**config.mk**
```make
export PLATFORM = sky130hd
export DESIGN_NAME = dtcs_sequencer
export DESIGN_NICKNAME = d
export VERILOG_FILES = /design/src/core/dtcs_adc_integrator.v /design/src/core/dtcs_sequencer.v
export VERILOG_INCLUDE_DIRS = /design/src /design/src/shared
export SDC_FILE = /design/constraint.sdc
export NUM_CORES = 1
export LEC_CHECK = 0
export ABC_AREA = 1
export BUFFER_PORTS_ARGS = -buffer_cell sky130_fd_sc_hd__buf_2
export CORE_MARGIN = 8
export CORE_UTILIZATION = 30
export DETAILED_ROUTE_END_ITERATION = 16
export PLACE_DENSITY = 0.5
export SYNTH_ARGS = -nofsm -noshare
export SYNTH_HDL_FRONTEND = slang
export SYNTH_HIERARCHICAL = 1
export SYNTH_SLANG_ARGS = --single-unit
```
**constraint.sdc**
```tcl
create_clock -name ref_clk -period 18.6 [get_ports ref_clk]
set_input_delay 0.93 -clock ref_clk [delete_from_list [all_inputs] [get_ports ref_clk]]
set_output_delay 0.93 -clock ref_clk [all_outputs]
set_load 0.05 [all_outputs]
```
**src/shared/dtcs_defs.vh**
```
// constants for the dual channel temperature conversion sequencer
`ifndef DTCS_DEFS_VH
`define DTCS_DEFS_VH

// ********************
// timing
// ********************
`define DTCS_CLK_MHZ 100
`define DTCS_CHAN_MS 60
`define DTCS_CONV_MS 125
`define DTCS_CHAN_CYC (`DTCS_CHAN_MS * 1000 * `DTCS_CLK_MHZ)
`define DTCS_CONV_CYC (`DTCS_CONV_MS * 1000 * `DTCS_CLK_MHZ)

// ********************
// widths and reset values
// ********************
`define DTCS_ADC_W 12
`define DTCS_TEMP_W 8
`define DTCS_RES_RST 8'h00
`define DTCS_HI_RST 8'h7F
`define DTCS_LO_RST 8'h80

// ********************
// status byte fields
// ********************
`define DTCS_ST_BUSY 7
`define DTCS_ST_HI1 6
`define DTCS_ST_LO1 5
`define DTCS_ST_HI2 4
`define DTCS_ST_LO2 3

`endif

```
**src/core/dtcs_adc_integrator.v**
```verilog
// integrating serial converter front end model for one channel at a time
`timescale 1ns/1ps
`include "dtcs_defs.vh"

module dtcs_adc_integrator #(
	parameter ADC_W = `DTCS_ADC_W,
	parameter INT_CYC = `DTCS_CHAN_CYC
) (
	input wire ref_clk,
	input wire resetn,
	input wire start,
	input wire bit_in,
	output reg done_ff,
	output reg [ADC_W-1:0] code_ff
);

// ********************
// averaging integrator
// ********************
// counts ones on the serial stream over the whole window; the top bits are the average
reg [31:0] cnt_ff;
reg [31:0] acc_ff;
reg run_ff;
reg [31:0] nxt_cnt;
reg [31:0] nxt_acc;
reg [63:0] scaled;

always @* begin
	nxt_cnt = cnt_ff;
	nxt_acc = acc_ff;
	scaled = 64'h0000_0000_0000_0000;
	if (start) begin
		nxt_cnt = 32'h0000_0000;
		nxt_acc = 32'h0000_0000;
	end else if (run_ff) begin
		nxt_cnt = cnt_ff + 32'h0000_0001;
		nxt_acc = acc_ff + {31'h0000_0000, bit_in};
	end
	// nxt_acc, so the sample taken on the closing edge counts as well
	scaled = ({32'h0000_0000, nxt_acc} << ADC_W) / INT_CYC;
end

always @(posedge ref_clk or negedge resetn) begin
	if (!resetn) begin
		cnt_ff <= 32'h0000_0000;
		acc_ff <= 32'h0000_0000;
		run_ff <= 1'b0;
		done_ff <= 1'b0;
		code_ff <= {ADC_W{1'b0}};
	end else begin
		cnt_ff <= nxt_cnt;
		acc_ff <= nxt_acc;
		done_ff <= 1'b0;
		if (start) begin
			run_ff <= 1'b1;
		end else if (run_ff && cnt_ff == INT_CYC - 1) begin
			run_ff <= 1'b0;
			done_ff <= 1'b1;
			code_ff <= (scaled[ADC_W] ? {ADC_W{1'b1}} : scaled[ADC_W-1:0]);
		end
	end
end

endmodule // dtcs_adc_integrator

```
**src/core/dtcs_sequencer.v**
```verilog
// two channel conversion sequencer with limit compare and status byte
// ********************
// Overview of operation
// once started, both channels convert automatically with no per-channel command
// each channel integrates for a sixty millisecond window before its result
// both channels are always measured, attached sensor or not
// start command or auto start converts both; results appear at cycle end
// busy status bit is high exactly while a conversion runs
// old results stay readable and unchanged until the new cycle completes
// two result registers, each compared with high and low limit registers
// core is a twelve bit serial converter muxed across the sensing diodes
// results are signed two's complement bytes, one degree per bit
// a full two channel cycle takes about 125 milliseconds
// run/stop set gives standby: no auto conversions, data kept
// one-shot command still runs one cycle while in standby
// a result beyond its high or low limit sets an alarm flag
// start during a running cycle is ignored; results update once per cycle
// ********************
`timescale 1ns/1ps
`include "dtcs_defs.vh"

module dtcs_sequencer #(
	parameter CHAN_CYC = `DTCS_CHAN_CYC,
	parameter CONV_CYC = `DTCS_CONV_CYC,
	parameter ADC_W = `DTCS_ADC_W
) (
	input wire ref_clk,
	input wire resetn,
	input wire start_cmd,
	input wire run_stop,
	input wire alarm_clear,
	input wire [7:0] limit_hi1,
	input wire [7:0] limit_lo1,
	input wire [7:0] limit_hi2,
	input wire [7:0] limit_lo2,
	input wire sense_channel_one_input,
	input wire sense_channel_two_input,
	output reg sense_channel_one_bias_ff,
	output reg sense_channel_two_bias_ff,
	output reg [7:0] result1_ff,
	output reg [7:0] result2_ff,
	output reg [7:0] status_ff,
	output reg conv_done_ff
);

// ********************
// pin synchronisers
// ********************
reg [1:0] s1_ff;
reg [1:0] s2_ff;
always @(posedge ref_clk or negedge resetn) begin
	if (!resetn) begin
		s1_ff <= 2'h0;
		s2_ff <= 2'h0;
	end else begin
		s1_ff <= {s1_ff[0], sense_channel_one_input};
		s2_ff <= {s2_ff[0], sense_channel_two_input};
	end
end

// ********************
// state machine
// ********************
localparam ST_IDLE = 4'b0001;
localparam ST_CH1 = 4'b0010;
localparam ST_CH2 = 4'b0100;
localparam ST_WAIT = 4'b1000;

reg [3:0] state_ff;
reg [3:0] nxt_state;
reg [31:0] tmr_ff;
reg [7:0] hold1_ff;
reg [7:0] hold2_ff;
reg adc_start;
wire adc_done;
wire [ADC_W-1:0] adc_code;
wire adc_bit;
wire go;
wire [7:0] temp_now;

// standby only blocks the automatic start; one-shot always wins
assign go = start_cmd | ~run_stop;
// mux steers the converter to the channel under bias
assign adc_bit = state_ff[2] ? s2_ff[1] : s1_ff[1];
// top byte of the code as signed degrees; front end scales to 1 C per lsb
assign temp_now = adc_code[ADC_W-1:ADC_W-8];

dtcs_adc_integrator #(
	.ADC_W(ADC_W),
	.INT_CYC(CHAN_CYC)
) u_adc (
	.ref_clk(ref_clk),
	.resetn(resetn),
	.start(adc_start),
	.bit_in(adc_bit),
	.done_ff(adc_done),
	.code_ff(adc_code)
);

always @* begin
	nxt_state = state_ff;
	adc_start = 1'b0;
	case (state_ff)
		ST_IDLE: begin
			if (go) begin
				nxt_state = ST_CH1;
				adc_start = 1'b1;
			end
		end
		ST_CH1: begin
			if (adc_done) begin
				nxt_state = ST_CH2;
				adc_start = 1'b1;
			end
		end
		ST_CH2: begin
			if (adc_done) begin
				nxt_state = ST_WAIT;
			end
		end
		ST_WAIT: begin
			if (tmr_ff >= CONV_CYC - 1) begin
				nxt_state = ST_IDLE;
			end
		end
		default: begin
			nxt_state = ST_IDLE;
		end
	endcase
end

// ********************
// cycle end and timer
// ********************
wire done_cycle;
wire ch1_end;
wire ch2_end;
// the wait state pads every cycle to one length, as long as both windows end inside CONV_CYC
assign done_cycle = state_ff[3] & (tmr_ff >= CONV_CYC - 1);
assign ch1_end = state_ff[1] & adc_done;
assign ch2_end = state_ff[2] & adc_done;

always @(posedge ref_clk or negedge resetn) begin
	if (!resetn) begin
		state_ff <= ST_IDLE;
		tmr_ff <= 32'h0000_0000;
		conv_done_ff <= 1'b0;
	end else begin
		// start_cmd is only looked at in idle, so a running cycle is untouched
		state_ff <= nxt_state;
		tmr_ff <= (state_ff == ST_IDLE) ? 32'h0000_0000 : tmr_ff + 32'h0000_0001;
		conv_done_ff <= done_cycle;
	end
end

// ********************
// diode bias steering
// ********************
// bias follows the next state so it stands before the first sample of a window
always @(posedge ref_clk or negedge resetn) begin
	if (!resetn) begin
		sense_channel_one_bias_ff <= 1'b0;
		sense_channel_two_bias_ff <= 1'b0;
	end else begin
		sense_channel_one_bias_ff <= (nxt_state == ST_CH1);
		sense_channel_two_bias_ff <= (nxt_state == ST_CH2);
	end
end

// ********************
// channel holds
// ********************
// results park here so both registers can move on one edge
always @(posedge ref_clk or negedge resetn) begin
	if (!resetn) begin
		hold1_ff <= `DTCS_RES_RST;
		hold2_ff <= `DTCS_RES_RST;
	end else begin
		if (ch1_end) begin
			hold1_ff <= temp_now;
		end
		if (ch2_end) begin
			hold2_ff <= temp_now;
		end
	end
end

// ********************
// result registers
// ********************
always @(posedge ref_clk or negedge resetn) begin
	if (!resetn) begin
		result1_ff <= `DTCS_RES_RST;
		result2_ff <= `DTCS_RES_RST;
	end else if (done_cycle) begin
		// both registers move together, once, at cycle end
		result1_ff <= hold1_ff;
		result2_ff <= hold2_ff;
	end
end

// ********************
// limit compare
// ********************
wire [15:0] hold_pk;
wire [15:0] hi_pk;
wire [15:0] lo_pk;
wire [1:0] over;
wire [1:0] under;
wire [3:0] alarm_hit;
assign hold_pk = {hold2_ff, hold1_ff};
assign hi_pk = {limit_hi2, limit_hi1};
assign lo_pk = {limit_lo2, limit_lo1};
genvar gi;
generate
	for (gi = 0; gi < 2; gi = gi + 1) begin : g_cmp
		// strict compare: a result equal to a limit raises nothing
		assign over[gi] = $signed(hold_pk[gi*8 +: 8]) > $signed(hi_pk[gi*8 +: 8]);
		assign under[gi] = $signed(hold_pk[gi*8 +: 8]) < $signed(lo_pk[gi*8 +: 8]);
	end
endgenerate
assign alarm_hit = {over[0], under[0], over[1], under[1]};

// ********************
// status byte
// ********************
always @(posedge ref_clk or negedge resetn) begin
	if (!resetn) begin
		status_ff <= 8'h00;
	end else begin
		status_ff[`DTCS_ST_BUSY] <= (nxt_state != ST_IDLE);
		status_ff[2:0] <= 3'h0;
		// a flag set in the clear cycle wins, so no crossing is lost
		status_ff[6:3] <= (alarm_clear ? 4'h0 : status_ff[6:3]) | (done_cycle ? alarm_hit : 4'h0);
	end
end

endmodule // dtcs_sequencer

```
======== Yosys cells after proc, flatten, opt, wreduce, memory -nomap -nowiden ========
Cells that the tools add are included.
word-level totals
  bits in registers ....................... 158
  word-level logic and storage cells ...... 66
  memories ................................ 0
  bits of input ports ..................... 39
  ROM bits ................................ 0
  bits in writable memories ............... 0
  latch bits .............................. 0
operators by class
  reduce and logical (&&, ||, !) cells .... 4
  bitwise logic cells ..................... 7
  divide/modulo/power cells ............... 1
  muxes and demuxes ....................... 21
  add/sub/neg operators ................... 3
  order comparisons ....................... 5
  shift operators ......................... 0
  equal/unequal tests ..................... 8
  multipliers ............................. 0
operators by type and width
  operator                                                                               count
  32-bit two-way mux                                                                     5
  32-bit by 1-bit adder with 32-bit output, second input constant                        2
  44-bit by 23-bit divider with 64-bit output, second input constant                     1
  32-bit by 1-bit adder with 32-bit output                                               1
  32-bit by 23-bit equality test with 1-bit output, second input constant                1
  32-bit by 24-bit greater-or-equal comparator with 1-bit output, second input constant  1
  4-bit two-way mux                                                                      6
  8-bit greater-than comparator                                                          2
  8-bit less-than comparator                                                             2
  4-bit case mux with 4 select lines                                                     1
  12-bit two-way mux                                                                     1
  4-bit by 2-bit equality test with 1-bit output, second input constant                  2
  4-bit by 3-bit equality test with 1-bit output, second input constant                  2
  1-bit two-way mux                                                                      7
  4-bit by 1-bit equality test with 1-bit output, second input constant                  1
  4-bit equality test, second input constant                                             1
  4-bit by 1-bit inequality test with 1-bit output, second input constant                1
  4-bit OR                                                                               1
  2-bit nonzero test                                                                     2
  1-bit AND                                                                              3
  1-bit NOT                                                                              2
  1-bit case mux with 2 select lines                                                     1
  2-bit AND reduction                                                                    1
  1-bit logical AND                                                                      1
  1-bit OR                                                                               1

======== Logic depth before layout (Yosys ltp) ========
  depth in word-level cells ............... 7
  depth in mapped cells ................... 175
  gate-level depth less buffers ........... 162

======== By module ========
Netlist, hierarchy kept.
modules (own cells, without submodules)
  module               area an instance (µm²)  instances  cells an instance
  dtcs_adc_integrator  22,679.3                1          3,750
  dtcs_sequencer       4,619.4                 1          597

======== Worst setup path after synthesis ========
Ideal clock, no wire load.
  kind .................................... flip-flop to flip-flop
  from .................................... register state_ff[0]
  to ...................................... register u_adc.code_ff[0]
  arrival time ............................ 19.948 ns
  data required time ...................... 18.523 ns
  stages on the path, launching flop included .. 183
  clock period less this slack ............ 20.025 ns
  slack ................................... -1.425 ns
  setup time .............................. 0.077 ns
  cell sequence ........................... dfstp_2 > inv_1 > nor3_2 > inv_1 > buf_2 > o22ai_1 > bufinv_8 > buf_8 > nand3_2 > nand3_2 > inv_4 > nand2_8 > nand2_4 > nand2_4 > buf_8 > nand2_4 > nand2_4 > inv_2 > [147 not listed] > nand2_4 > buf_8 > nand2_2 > and2_2 > ha_1 > nand3_1 > nand3_2 > nand2_1 > nand2_1 > nand3_1 > nand2_1 > nand2_1 > nand2_1 > nor2_4 > nand3_1 > nor2_1 > nor2_1 > a21oi_1
between the ends
  word-level cells in the longest chain between the ends .. 5
  elaborated cells between the ends (all ways) .. 8
ends and longest elaborated chain
  what                                                                                                                     line                      text
  from (decl)                                                                                                              dtcs_sequencer.v:69       reg [3:0] state_ff;
  from (signal assigned)                                                                                                   dtcs_sequencer.v:150      state_ff <= nxt_state;
  4-bit by 2-bit equality test with 1-bit output / 4-bit by 1-bit equality test with 1-bit output (equally long branches)  dtcs_sequencer.v:103      case (state_ff)
  1-bit case mux with 2 select lines *                                                                                     dtcs_sequencer.v:103
  named net adc_start                                                                                                      dtcs_sequencer.v:74       reg adc_start;
  32-bit two-way mux                                                                                                       dtcs_adc_integrator.v:32  if (start) begin
  44-bit by 23-bit divider with 64-bit output                                                                              dtcs_adc_integrator.v:40  scaled = ({32'h0000_0000, nxt_acc} << ADC_W) / INT_CYC;
  12-bit two-way mux                                                                                                       dtcs_adc_integrator.v:59  code_ff <= (scaled[ADC_W] ? {ADC_W{1'b1}} : scaled[ADC_W-1:0]);
  to (signal assigned)                                                                                                     dtcs_adc_integrator.v:49  code_ff <= {ADC_W{1'b0}};
  to (signal assigned)                                                                                                     dtcs_adc_integrator.v:59
  to (decl)                                                                                                                dtcs_adc_integrator.v:14  output reg [ADC_W-1:0] code_ff
Mark *: on every way through the listed nets, which the timed path passes. The rest lies on a longest branch.
A chain may end at the register's enable or synchronous reset.

======== Worst setup path in the final report ========
  from .................................... register state_ff[2]
  to ...................................... register u_adc.code_ff[4]
between the ends
  word-level cells in the longest chain between the ends .. 6
  elaborated cells between the ends (all ways) .. 11
ends and longest elaborated chain
  what                                         line                      text
  1-bit two-way mux                            dtcs_sequencer.v:84       assign adc_bit = state_ff[2] ? s2_ff[1] : s1_ff[1];
  named net adc_bit                            dtcs_sequencer.v:77       wire adc_bit;
  32-bit by 1-bit adder with 32-bit output     dtcs_adc_integrator.v:37  nxt_acc = acc_ff + {31'h0000_0000, bit_in};
  32-bit two-way mux                           dtcs_adc_integrator.v:35  end else if (run_ff) begin
  32-bit two-way mux                           dtcs_adc_integrator.v:32
  named net u_adc.nxt_acc[17]                  dtcs_adc_integrator.v:25  reg [31:0] nxt_acc;
  44-bit by 23-bit divider with 64-bit output  dtcs_adc_integrator.v:40
  12-bit two-way mux                           dtcs_adc_integrator.v:59
The timed path passes the listed nets, and every way through them passes these cells.

==> flow_summary.yaml <==
cts:
  cts_tree: "done"
  clk_path_buf_depth: 2
  htreeDepth: 4
  clk_pin_slew_ns: 0.07
  clock_latency_ns: 0.43
  cts.sink_count: 154
  cts_inserted_buffers: 17
  clock-root-buffer: "clkbuf_16"
  hold_buffers: 0
layout:
  n_antenna_cell: 0
  drive_gt1_share_pct: 32.5
  nFillCells: 8606
  final_nets: 4068
  fin_util_pct: 35.3
  syn_to_final_growth_pct: 17.2
  postLayoutCellArea_mm2: 0.0278
  finalNonFillerCells: 5057
synthesis:
  syn-instance-count: 3722
  syn_area_mm2: 0.0237
  yosysWarnings: 6
  syn_area_per_cell_um2: 6.37
flow_run:
  max_cap_violations: 0
hold_path:
  hold_class: "register to register"
  worstHoldStart: "s2_ff[0]$_DFF_PN0_"
  worstHoldEndpoint: "s2_ff[1]$_DFF_PN0_"
  holdPathStages: 0
global_routing:
  grt_use_total_pct: 13.6
  grt_pass1_wl_um: 106000
  grt_pass1_vias: 21700
  grt-ovfl-total: 0
  antenna_found_initial: 0
  grt_max_degree: 81
sta:
  slew-limit-headroom_pct: 35.7
  fin_skew_ns: 0.0121
  fin_crit_sh_pct: 94.4
  slew_violations: 0
  tightestPinTransition_ns: 0.964
  holdWs_ns: 0.349
  period_needed_ns: 17.56
  hold_violations: 0
  finalSetupViolations: 0
  rsz0062_at_grt: "true"
  fmax_mhz: 56.9
worst_setup_path:
  cp_max_fo: 14
  cp-end-kind: "register"
  max_stage_delay_ns: 0.41
  worstSetupPathType: "register to register"
  r2r_end: "u_adc/code_ff[4]$_DFFE_PN0P_"
  crit_required_ns: 18.92
  r2r_cells: 144
  crit_top_cell: "nand2_4"
  cpMaxStageDelayCell: "dfrtp_1"
  cp-start-kind: "register"
  r2r_slack_ns: 1.04
  r2r_start: "state_ff[2]$_DFF_PN0_"
  cp.arrival_ns: 17.88
drt:
  ant_nets: 0
  vias: 23000
  wl_per_cell_um: 12.5
  drt_iter0_markers: 1214
  drt-vias-per-instance: 4.56
  firstDrtPassIters: 5
  drc: 0
  finalWirelength_um: 63200
pwr:
  irDropWorstVdd_v: 0.0000476
  power_uw: 912
  p_leak_nw: 15.0
  powerDensity_mw_per_mm2: 32.8
floorplanning:
  dieHeight_um: 297
  die_area_mm2: 0.0882
  ioPinCount: 66
  core_mm2: 0.0786
  fp-row-count: 103
  fp.dieW_um: 297
  start_util_pct: 30.1
placement:
  gp_congestion: 0.853
  placed_area_mm2: 0.0260
  hpwl_um: 50300
  io_buffers: 62
  placed_cells: 4950
outcome:
  status: "finished, final reports clean"
-- layout make-up --
class | instances | area, um2 | area share (%)
multi-input cells | 2999 | 17600 | 63.6
well taps | 1050 | 1310 | 4.73
flip-flops and latches | 154 | 3850 | 13.9
repair buffers | 308 | 2340 | 8.43
clock buffers | 18 | 429 | 1.55
inverters | 514 | 2030 | 7.33
clock inverters | 14 | 149 | 0.536
-- worst max-delay path, delay by kind of cell, from the launching register on --
| family | cells | cell delay, ns |
|---|---|---|
| simple gates | 110 | 11.81 |
| buf+inv | 25 | 3.56 |
| compound gates | 8 | 1.43 |
| flops | 1 | 0.41 |
| fa+ha+maj | 1 | 0.15 |
-- stage by stage --
| step | worst slack [ns] | TNS [ns] |
|---|---|---|
| after floorplan | 1.76 | 0 |
| after global placement | -0.207 | -0.207 |
| after detailed placement | -0.326 | -0.326 |
| after CTS | 0.0240 | 0 |
| after global routing | -0.359 | -0.359 |
| final | 1.04 | 0 |
-- metal layers --
| metal | up-vias | global-route usage [%] | share of wire [%] |
|---|---|---|---|
| li1 | 12300 | - | - |
| met1 | 10400 | 19.1 | 50 |
| met2 | 310 | 23.0 | 47 |
| met3 | 39 | 1.23 | 2.5 |
| met4 | 0 | 2.02 | 0.82 |
| met5 | - | 0 | 0 |
-- flip-flops by register name (all words and copies together), names as in the netlist, 2 cells and up --
register,cells
s2_ff,2
status_ff,5
hold2_ff,8
hold1_ff,8
s1_ff,2
u_adc/acc_ff,32
result2_ff,8
u_adc/code_ff,8
u_adc/cnt_ff,32
tmr_ff,32
result1_ff,8
state_ff,4
-- where the power goes --
group          internal, mW  switching [mW]  leakage [nW]
Sequential            0.351          0.0149          2.12
Combinational        0.0613           0.137          12.7
Clock                 0.190           0.158         0.279
Total                 0.602           0.309          15.0
-- how the worst max path moves through the flow --
stage | startpoint | to | slack (ns) | cells past startpoint
2_1_floorplan | state_ff[0]$_DFF_PN1_ | u_adc/code_ff[4]$_DFFE_PN0P_ | 1.76 | 153
3_3_place_gp | start_cmd | u_adc/code_ff[4]$_DFFE_PN0P_ | -0.21 | 138
3_5_place_dp | start_cmd | u_adc/code_ff[4]$_DFFE_PN0P_ | -0.33 | 140
4_1_cts | state_ff[2]$_DFF_PN0_ | u_adc/code_ff[4]$_DFFE_PN0P_ | 0.02 | 147
5_1_grt | state_ff[2]$_DFF_PN0_ | u_adc/code_ff[4]$_DFFE_PN0P_ | -0.36 | 156
6_report | state_ff[2]$_DFF_PN0_ | u_adc/code_ff[4]$_DFFE_PN0P_ | 1.04 | 144
-- placed cells by master (no fill, tap or decap), drive strengths merged, types with 21 or more instances in the layout --
cell	instances
a21oi	85
buf	305
clkbuf	21
clkinv	21
dfrtp	153
ha	35
inv	501
nand2	1540
nand3	499
nand4	58
nor2	475
nor3	53
o21ai	104
xor2	63
-- what timing repair did --
item,in CTS,in global routing
pin swaps,0,52
cloned,0,19
resized for setup,5,118
endpoints found under the setup margin,1,2
buffers inserted,0,56
(Power assumes the default switching activity.)
